File: src/verilog/aofc_pkg.sv
// constants and types for the output format control block
package aofc_pkg;
  // register offsets (index on the register port)
  localparam logic [9:0] ADDR_CHAN_INDEX = 10'h005;
  localparam logic [9:0] ADDR_CLK_DIV = 10'h00B;
  localparam logic [9:0] ADDR_LINE_FMT = 10'h014;
  localparam logic [9:0] ADDR_DRV_TERM = 10'h015;
  localparam logic [9:0] ADDR_CLK_PHASE = 10'h016;
  localparam logic [9:0] ADDR_STREAM_FMT = 10'h021;
  localparam logic [9:0] ADDR_TRANSFER = 10'h0FF;
  localparam logic [9:0] ADDR_SPEED_LIMIT = 10'h100;
  localparam logic [9:0] ADDR_USER_IO_B = 10'h101;
  // reset values
  localparam logic [7:0] RST_LINE_FMT = 8'h01;
  localparam logic [7:0] RST_DRV_TERM = 8'h00;
  localparam logic [7:0] RST_CLK_PHASE = 8'h03;
  localparam logic [7:0] RST_STREAM_FMT = 8'h32;
  localparam logic [7:0] RST_SPEED_LIMIT = 8'h00;
  localparam logic [7:0] RST_USER_IO_B = 8'h00;
  localparam logic [7:0] RST_CHAN_INDEX = 8'h3F;
  localparam logic [7:0] RST_CLK_DIV = 8'h00;
  // writable-bit masks, open bits read zero
  localparam logic [7:0] MASK_LINE_FMT = 8'h45;
  localparam logic [7:0] MASK_DRV_TERM = 8'h31;
  localparam logic [7:0] MASK_CLK_PHASE = 8'h7F;
  localparam logic [7:0] MASK_STREAM_FMT = 8'hF7;
  localparam logic [7:0] MASK_SPEED_LIMIT = 8'h77;
  localparam logic [7:0] MASK_USER_IO_B = 8'h01;
  localparam logic [7:0] MASK_CHAN_INDEX = 8'h3F;
  localparam logic [7:0] MASK_CLK_DIV = 8'h07;
  // field positions
  localparam int LF_REDUCED_BIT = 6;
  localparam int LF_INVERT_BIT = 2;
  localparam int LF_TWOS_BIT = 0;
  localparam int DT_TERM_LSB = 4;
  localparam int DT_DRIVE2X_BIT = 0;
  localparam int CP_SAMPLE_LSB = 4;
  localparam int SF_LSB_FIRST_BIT = 7;
  localparam int SF_MODE_LSB = 4;
  localparam int SF_FRAME2X_BIT = 2;
  localparam int SF_BITS_LSB = 0;
  localparam int CI_FCO_BIT = 4;
  localparam int CI_DCO_BIT = 5;
  localparam int TR_LOAD_BIT = 0;
  localparam int UB_PULL_OFF_BIT = 0;
  localparam logic [1:0] SF_BITS_10 = 2'h3;
  localparam logic [2:0] SF_MODE_ONE_LANE = 3'h4;
  localparam logic [3:0] PHASE_STEP_DEG = 4'h6; // tens of degrees per code
  localparam int SAMPLE_W = 12;
  localparam int CHANNELS = 4;
  typedef enum logic [1:0] {AOFC_IDLE = 2'b00, AOFC_ACK = 2'b01} aofc_state_t;
endpackage

File: src/verilog/aofc_core.sv
// register file and output format logic of the serial output control block
module aofc_core
  import aofc_pkg::*;
(
  // clock and reset
  input wire logic clock, // 200 MHz clock
  input wire logic reset_n, // async reset, active low
  // register port
  input wire logic regWrite, // register write strobe
  input wire logic regRead, // register read strobe
  input wire logic [9:0] regAddr, // register offset
  input wire logic [7:0] regWdata, // write data
  output logic [7:0] regRdata, // read data
  output logic regAck, // access done pulse
  // sample input side
  input wire logic [SAMPLE_W-1:0] sampleData, // raw twos complement sample
  input wire logic [1:0] sampleChan, // channel of sample
  input wire logic sampleValid, // sample offered
  output logic sampleReady, // sample accepted
  // formatted output side
  output logic [SAMPLE_W-1:0] outData, // formatted sample, inverted when the invert bit is set
  output logic [1:0] outChan, // channel of formatted sample
  output logic outValid, // formatted sample offered
  input wire logic outReady, // serializer takes sample
  // level and driver controls
  output logic reducedLevel, // reduced-range differential level
  output logic [1:0] driverCurrent, // auto current code
  output logic [1:0] termSelect, // termination resistor code
  output logic frameClkDrive2x, // frame clock 2x drive
  output logic bitClkDrive2x, // bit clock 2x drive
  // sampling and bit clock phase
  output logic [2:0] samplePhaseCycles, // sampling delay in input cycles
  output logic [3:0] bitClkPhaseStep, // bit clock phase code
  output logic [9:0] bitClkPhaseDeg, // bit clock phase in degrees
  // stream format decode
  output logic [3:0] serialBitsPerSample, // 12 or 10
  output logic frame2x, // double frame mode
  output logic ddrMode, // double data rate
  output logic oneLane, // one-lane mode
  output logic byteWise, // bytewise order
  output logic lsbFirst, // lsb first
  output logic [3:0] bitClkMultHalf, // bit clock multiple of fs, in halves
  // override limits and pull-down
  output logic [1:0] limitResolution, // active resolution limit
  output logic [2:0] limitRate, // active rate limit code
  output logic limitEnable, // override active
  output logic sdioPullDownEn // pull-down connected
);
  typedef struct packed {
    // register port state
    aofc_state_t state;
    // programmed registers, open bits held at zero
    logic [7:0] lineFmt;
    logic [7:0] drvTerm;
    logic [7:0] clkPhase;
    logic [7:0] streamFmt;
    logic [7:0] speedStaged;
    logic [7:0] speedActive;
    logic [7:0] userIoB;
    logic [7:0] chanIndex;
    logic [7:0] clkDiv;
    logic [7:0] rdata;
    // two-entry output buffer
    logic [1:0][SAMPLE_W-1:0] bufData;
    logic [1:0][1:0] bufChan;
    logic [1:0] bufFull;
    logic bufHead;
    logic bufTail;
  } aofc_regs_t;

  aofc_regs_t state_reg;
  aofc_regs_t state_next;

  // masked register update, open bits never stored
  function automatic logic [7:0] maskWrite(input logic [7:0] data, input logic [7:0] mask);
    maskWrite = data & mask;
  endfunction

  // formats one sample: offset binary flip and stream inversion
  function automatic logic [SAMPLE_W-1:0] formatSample(input logic [SAMPLE_W-1:0] s, input logic [7:0] lf);
    logic [SAMPLE_W-1:0] v;
    v = s;
    if (!lf[LF_TWOS_BIT]) begin
      v[SAMPLE_W-1] = ~v[SAMPLE_W-1];
    end
    if (lf[LF_INVERT_BIT]) begin
      v = ~v;
    end
    formatSample = v;
  endfunction

  // read-back mux, open bits are already zero in storage
  function automatic logic [7:0] readBack(input logic [9:0] addr, input aofc_regs_t r);
    case (addr)
      ADDR_LINE_FMT: begin
        readBack = r.lineFmt;
      end
      ADDR_DRV_TERM: begin
        readBack = r.drvTerm;
      end
      ADDR_CLK_PHASE: begin
        readBack = r.clkPhase;
      end
      ADDR_STREAM_FMT: begin
        readBack = r.streamFmt;
      end
      ADDR_SPEED_LIMIT: begin
        readBack = r.speedStaged; // staged value, not the active one
      end
      ADDR_USER_IO_B: begin
        readBack = r.userIoB;
      end
      ADDR_CHAN_INDEX: begin
        readBack = r.chanIndex;
      end
      ADDR_CLK_DIV: begin
        readBack = r.clkDiv;
      end
      default: begin
        readBack = 8'h00; // unmapped and transfer read zero
      end
    endcase
  endfunction

  // driver current per signalling level, chosen by the block for the right swing
  function automatic logic [1:0] currentFor(input logic reduced);
    case (reduced)
      1'b1: begin
        currentFor = 2'h3; // reduced-range swing
      end
      default: begin
        currentFor = 2'h1; // standard-range swing
      end
    endcase
  endfunction

  // 2x drive for one picked clock output, dropped while a termination is set
  function automatic logic clockDrive2x(input logic [7:0] drv, input logic picked);
    logic termOn;
    termOn = (drv[DT_TERM_LSB +: 2] != 2'h0);
    clockDrive2x = drv[DT_DRIVE2X_BIT] & picked & ~termOn;
  endfunction

  // sampling delay in input clock cycles, zero while the divider is idle
  function automatic logic [2:0] sampleDelay(input logic [7:0] phase, input logic [7:0] div);
    if (div[2:0] != 3'h0) begin
      sampleDelay = phase[CP_SAMPLE_LSB +: 3];
    end else begin
      sampleDelay = 3'h0;
    end
  endfunction

  // bit clock phase in degrees; operands widened first so the product is not cut
  function automatic logic [9:0] phaseDegrees(input logic [3:0] step);
    logic [9:0] tens;
    tens = 10'(step) * 10'(PHASE_STEP_DEG);
    phaseDegrees = tens * 10'd10;
  endfunction

  // serial bits per sample from the two-bit size code
  function automatic logic [3:0] bitsFor(input logic [1:0] code);
    if (code == SF_BITS_10) begin
      bitsFor = 4'hA;
    end else begin
      bitsFor = 4'hC;
    end
  endfunction

  // lane mode decode into {ddr, one lane, bytewise}
  function automatic logic [2:0] laneDecode(input logic [2:0] mode);
    case (mode)
      3'h0: begin
        laneDecode = 3'b000; // sdr two-lane bitwise
      end
      3'h1: begin
        laneDecode = 3'b001; // sdr two-lane bytewise
      end
      3'h2: begin
        laneDecode = 3'b100; // ddr two-lane bitwise
      end
      3'h3: begin
        laneDecode = 3'b101; // ddr two-lane bytewise
      end
      SF_MODE_ONE_LANE: begin
        laneDecode = 3'b110; // ddr one lane
      end
      default: begin
        laneDecode = {mode[1], 1'b0, mode[0]}; // reserved codes
      end
    endcase
  endfunction

  // bit clock multiple of fs in halves: ddr over two lanes halves it
  function automatic logic [3:0] multFor(input logic [3:0] bits, input logic ddr, input logic one);
    if (ddr && !one) begin
      multFor = bits >> 1;
    end else begin
      multFor = bits;
    end
  endfunction

  // two-entry buffer handshake: ready while the tail entry is free
  logic bufWrite;
  logic bufRead;
  assign sampleReady = ~state_reg.bufFull[state_reg.bufTail];
  assign bufWrite = sampleValid & sampleReady;
  assign bufRead = outValid & outReady;

  // an access is taken only while no acknowledge is pending
  logic regTaken;
  assign regTaken = (state_reg.state == AOFC_IDLE) && (regWrite || regRead);

  // transfer strobe: a taken write of one to the load bit
  logic loadOverride;
  assign loadOverride = regTaken && regWrite && (regAddr == ADDR_TRANSFER) && regWdata[TR_LOAD_BIT];

  // next-state logic: register port and two-entry buffer
  always_comb begin
    state_next = state_reg;
    state_next.state = AOFC_IDLE;
    if (regTaken) begin
      state_next.state = AOFC_ACK;
      // write side: masked store, acting at once except the staged speed limit
      if (regWrite) begin
        case (regAddr)
          ADDR_LINE_FMT: begin
            state_next.lineFmt = maskWrite(regWdata, MASK_LINE_FMT);
          end
          ADDR_DRV_TERM: begin
            state_next.drvTerm = maskWrite(regWdata, MASK_DRV_TERM);
          end
          ADDR_CLK_PHASE: begin
            state_next.clkPhase = maskWrite(regWdata, MASK_CLK_PHASE);
          end
          ADDR_STREAM_FMT: begin
            state_next.streamFmt = maskWrite(regWdata, MASK_STREAM_FMT);
          end
          ADDR_SPEED_LIMIT: begin
            state_next.speedStaged = maskWrite(regWdata, MASK_SPEED_LIMIT);
          end
          ADDR_USER_IO_B: begin
            state_next.userIoB = maskWrite(regWdata, MASK_USER_IO_B);
          end
          ADDR_CHAN_INDEX: begin
            state_next.chanIndex = maskWrite(regWdata, MASK_CHAN_INDEX);
          end
          ADDR_CLK_DIV: begin
            state_next.clkDiv = maskWrite(regWdata, MASK_CLK_DIV);
          end
          ADDR_TRANSFER: begin
            if (loadOverride) begin
              state_next.speedActive = state_reg.speedStaged;
            end
          end
          default: begin
          end
        endcase
      end
      // read side: capture the addressed value for the answer cycle
      state_next.rdata = readBack(regAddr, state_reg);
    end
    // buffer fill at the tail, formatted with the line format of this cycle
    if (bufWrite) begin
      state_next.bufData[state_reg.bufTail] = formatSample(sampleData, state_reg.lineFmt);
      state_next.bufChan[state_reg.bufTail] = sampleChan;
      state_next.bufFull[state_reg.bufTail] = 1'b1;
      state_next.bufTail = ~state_reg.bufTail;
    end
    // buffer drain at the head
    if (bufRead) begin
      state_next.bufFull[state_reg.bufHead] = 1'b0;
      state_next.bufHead = ~state_reg.bufHead;
    end
  end

  // state register
  always_ff @(posedge clock or negedge reset_n) begin
    if (!reset_n) begin
      // all registers come up at their default codes
      state_reg <= '0;
      state_reg.state <= AOFC_IDLE;
      state_reg.lineFmt <= RST_LINE_FMT;
      state_reg.drvTerm <= RST_DRV_TERM;
      state_reg.clkPhase <= RST_CLK_PHASE;
      state_reg.streamFmt <= RST_STREAM_FMT;
      state_reg.speedStaged <= RST_SPEED_LIMIT;
      state_reg.speedActive <= RST_SPEED_LIMIT;
      state_reg.userIoB <= RST_USER_IO_B;
      state_reg.chanIndex <= RST_CHAN_INDEX;
      state_reg.clkDiv <= RST_CLK_DIV;
    end else begin
      state_reg <= state_next;
    end
  end

  // register port answer
  assign regAck = (state_reg.state == AOFC_ACK);
  assign regRdata = state_reg.rdata;

  // buffer output side
  assign outValid = state_reg.bufFull[state_reg.bufHead];
  assign outData = state_reg.bufData[state_reg.bufHead];
  assign outChan = state_reg.bufChan[state_reg.bufHead];

  // signalling level and driver settings
  assign reducedLevel = state_reg.lineFmt[LF_REDUCED_BIT];
  assign driverCurrent = currentFor(state_reg.lineFmt[LF_REDUCED_BIT]);
  assign termSelect = state_reg.drvTerm[DT_TERM_LSB +: 2];
  assign frameClkDrive2x = clockDrive2x(state_reg.drvTerm, state_reg.chanIndex[CI_FCO_BIT]);
  assign bitClkDrive2x = clockDrive2x(state_reg.drvTerm, state_reg.chanIndex[CI_DCO_BIT]);

  // sampling phase, only meaningful with the divider active
  assign samplePhaseCycles = sampleDelay(state_reg.clkPhase, state_reg.clkDiv);

  // bit clock phase, 60 degrees per step
  assign bitClkPhaseStep = state_reg.clkPhase[3:0];
  assign bitClkPhaseDeg = phaseDegrees(bitClkPhaseStep);

  // stream format decode
  logic [2:0] laneMode;
  assign laneMode = state_reg.streamFmt[SF_MODE_LSB +: 3];
  assign serialBitsPerSample = bitsFor(state_reg.streamFmt[SF_BITS_LSB +: 2]);
  assign frame2x = state_reg.streamFmt[SF_FRAME2X_BIT];
  assign {ddrMode, oneLane, byteWise} = laneDecode(laneMode);
  assign lsbFirst = state_reg.streamFmt[SF_LSB_FIRST_BIT];
  assign bitClkMultHalf = multFor(serialBitsPerSample, ddrMode, oneLane);

  // active override limits, rate itself untouched
  assign limitEnable = state_reg.speedActive[6];
  assign limitResolution = state_reg.speedActive[5:4];
  assign limitRate = state_reg.speedActive[2:0];

  // pull-down control
  assign sdioPullDownEn = ~state_reg.userIoB[UB_PULL_OFF_BIT];
endmodule

File: config.mk
export PLATFORM = sky130hd
export DESIGN_NAME = aofc_core
export DESIGN_NICKNAME = d
export VERILOG_FILES = /design/src/verilog/aofc_pkg.sv /design/src/verilog/aofc_core.sv
export SDC_FILE = /design/constraint.sdc
export NUM_CORES = 1
export LEC_CHECK = 0
export ABC_AREA = 1
export ABC_CLOCK_PERIOD_IN_PS = 2500
export BUFFER_PORTS_ARGS = -buffer_cell sky130_fd_sc_hd__buf_2
export CAP_MARGIN = 10
export CORE_ASPECT_RATIO = 0.5
export CORE_UTILIZATION = 35
export DETAILED_ROUTE_END_ITERATION = 6
export PLACE_DENSITY_LB_ADDON = 0.25
export SYNTH_ARGS = -nofsm -noshare
export SYNTH_HDL_FRONTEND = slang
export SYNTH_SLANG_ARGS = --single-unit
export TNS_END_PERCENT = 100
File: constraint.sdc
create_clock -name clock -period 2.5 [get_ports clock]
set_input_delay 0 -clock clock [delete_from_list [all_inputs] [get_ports clock]]
set_output_delay 0 -clock clock [all_outputs]
set_load 0.1 [all_outputs]
==> flow_metrics.tcl <==
set metrics [dict create \
    outcome "finished with violations" \
    violations "design-rule violations, negative setup slack" \
    rsz0062_at_grt "true" \
    largest_reg_flops 57 \
    grt_max_degree 84 \
    path_depth 10 \
    clk_path_buf_depth 2 \
    cpPeakStageDelay_ns 0.41 \
    clock_latency_ns 0.34 \
    cp_cell_sequence "buf_4 -> fa_2 -> xnor2_2 -> ha_1 -> ha_2 -> inv_2 -> fa_2 -> o21ai_4 -> xor2_4 -> buf_12" \
    drt_iter0_drc 262 \
    syn2layout_area_growth_pct 28.7 \
    fp.dieW_um 166 \
    start_util_pct 36.5 \
    wl_per_cell_um 13.6 \
    syn_inst 585 \
    die_h_um 84.1 \
    fillers 1281 \
    final_nets 744 \
    rows 29 \
    path_class "flop to primary output" \
    hold_depth 3 \
    ys_ff_latch 83 \
    cts_tree "built" \
    drive_gt1_share_pct 31.7 \
    wirelength_um 11800 \
    drc 4 \
    synth.avg_cell_area_um2 8.06 \
    netlist_area_um2 4720 \
    yosysSeqAreaShare_pct 44.4 \
    start_kind "flop" \
    max_cap_violations 0 \
    final_common_cell "nand2_1" \
    worst_pin_slew_ns 0.738 \
    dp_hpwl_um 8460 \
    slew_viol_final 0 \
    ys.flop_type "dfrtp_1" \
    power-per-cell-area_nw_per_um2 938 \
    numCtsBuffers 9 \
    r2r_cells 4 \
    grt_pass1_wl_um 19400 \
    critPathLaunch "bitClkPhaseStep[1]$_DFFE_PN1P_" \
    synth_cell_types 36 \
    fin_total_pwr_mw 5.69 \
    timing.final.ws_setup_ns -0.411 \
    grt_overflow_total 0 \
    synth.largest_area_cell "dfrtp_1" \
    max_slew_margin_pct 50.8 \
    min-delay-start "regWdata[4]" \
    routed_via_density 4.54 \
    cp_max_fo 4 \
    cts-root-buf "clkbuf_16" \
    clock_sinks 83 \
    ios 107 \
    finalClockSkew_ns 0.00614 \
    place.gp.congestion 0.816 \
    hold_class "input port to flop" \
    synthArstFlopShare_pct 100 \
    via_count 3929 \
    grt_antenna_before_repair 0 \
    synth_edf_count 0 \
    drtPass1Iterations 7 \
    clkSlewWorstSetupHoldPaths_ns 0.06 \
    cp-end-kind "primary output" \
    synth_top_area_share_pct 37.7 \
    ant_nets 0 \
    ys_warn_count 0 \
    mostFrequentLayoutCells "165 x nand2_1, 95 x buf_2, 70 x dfrtp_1" \
    reg2reg_from "state_reg[112]$_DFF_PN0_" \
    cpLargestDelayFamily "adder cells" \
    post-route-min-period_ns 2.91 \
    groute.usage.overall_pct 17.5 \
    crit_arrival_ns 2.91 \
    cpMostUsedCell "fa_2" \
    post-route-period-util_pct 116 \
    dp_slack_ns -0.127 \
    slowest_stage "dfstp_2" \
    synthTopCellsByArea "dfrtp_1 38%, nand2_1 13%, dfstp_2 6.7%" \
    antenna_cells 0 \
    worstPathRequired_ns 2.50 \
    ir_worst_vdd_mv 0.395 \
    fmax_mhz 343 \
    die_area_um2 14000 \
    coreArea_um2 12900 \
    hold_viol_final 0 \
    cts.htree.levels 3 \
    grt_pass1_vias 3897 \
    portBuffers 101 \
    p_leak_nw 3.06 \
    crit_buf_inv 3 \
    setup_viol 4 \
]
-- stage by stage --
stage / hold WS [ns] / std cells / setup TNS [ns] / cell area (µm²) / util [%]
floorplan: -0.296 / 588 / -2.95 / 4860 / -
global placement: 0.0745 / 830 / -0.103 / 5480 / 42.4
detailed placement: 0.0791 / 830 / -0.175 / 5480 / 42.4
CTS: 0.0247 / 864 / -1.58 / 6020 / 46.6
global route: 0.0392 / 865 / -1.65 / 6070 / 47.0
finish: 0.0243 / 865 / -1.28 / 6070 / 47.0
-- power by group --
group / internal [mW] / switching, mW
registers: 1.60 / 0.153
clock network: 1.00 / 0.537
logic: 0.413 / 1.99
-- path summary, 6_finish.rpt --
path / endpoint / slack, ns
worst min-delay path: state_reg[92]$_DFFE_PN0P_ / 0.02
worst max register to register: limitResolution[1]$_DFFE_PN0P_ / 0.88
min in group asynchronous: state_reg[76]$_DFFE_PN0P_ / 0.23
worst min register to register: state_reg[25]$_DFFE_PN0P_ / 0.47
max in group asynchronous: state_reg[104]$_DFFE_PN1P_ / 1.89
worst max-delay path: bitClkPhaseDeg[9] / -0.41
-- per-layer routing --
| metal | GRT usage (%) | vias to the layer above | share of wire [%] |
|---|---|---|---|
| met5 | 0 | - | 0 |
| met4 | 4.08 | 0 | 0.82 |
| met3 | 3.89 | 8 | 4.4 |
| met2 | 29.1 | 83 | 47 |
| met1 | 23.3 | 1819 | 48 |
| li1 | - | 2019 | - |
-- layout make-up --
class	instances	area, µm²	share of cell area, %
clock buffer	12	246	4.06
multi-input combinational	389	2260	37.2
clock inverter	4	97.6	1.61
timing repair buffer	136	888	14.6
inverter	71	274	4.51
tap	170	213	3.50
sequential	83	2090	34.5
-- timing repair --
item                                   CTS  global route
buffers inserted                         1             1
endpoints found under the hold margin  101             0
pin swaps                                2             6
resized for setup                        6             7
setup endpoints to repair                5             4
hold buffers                            17             0
-- cells by family (layout without fill, tap and decap cells) --
family	count (synthesis)	in the layout	share of synthesized area [%]
multiplexers	1	1	0.318
XOR/XNOR	19	19	3.53
flip-flops	83	83	44.4
AO/OA/AOI/OAI	87	87	10.9
buffers and inverters	116	223	11.9
other	2	5	0.159
AND/OR/NAND/NOR	261	261	24.3
adder cells (fa/ha/maj)	16	16	4.56
-- worst register-to-register path: stages (launching register included) --
cell     delay, ns
dfrtp_1       0.43
nor4_1        0.28
nand3_1       0.49
nand2_1       0.22
o21ai_2       0.07
-- Yosys cell counts, types with 3 or more instances --
cell type and number:
clkbuf_1 7, nand2_2 7, a21oi_1 4, inv_2 6, nand2_1 168, nor2_1 26, xor2_1 16, xnor2_1 3
nor2_2 4, buf_2 8, ha_1 14, nand4_1 9, o21ai_2 19, dfrtp_1 71, nand3_1 30, o21ai_1 10
o21ai_0 52, dfstp_2 12, buf_4 27, nor2_4 4, nor3_1 5, inv_1 64
(Power assumes the default switching activity.)
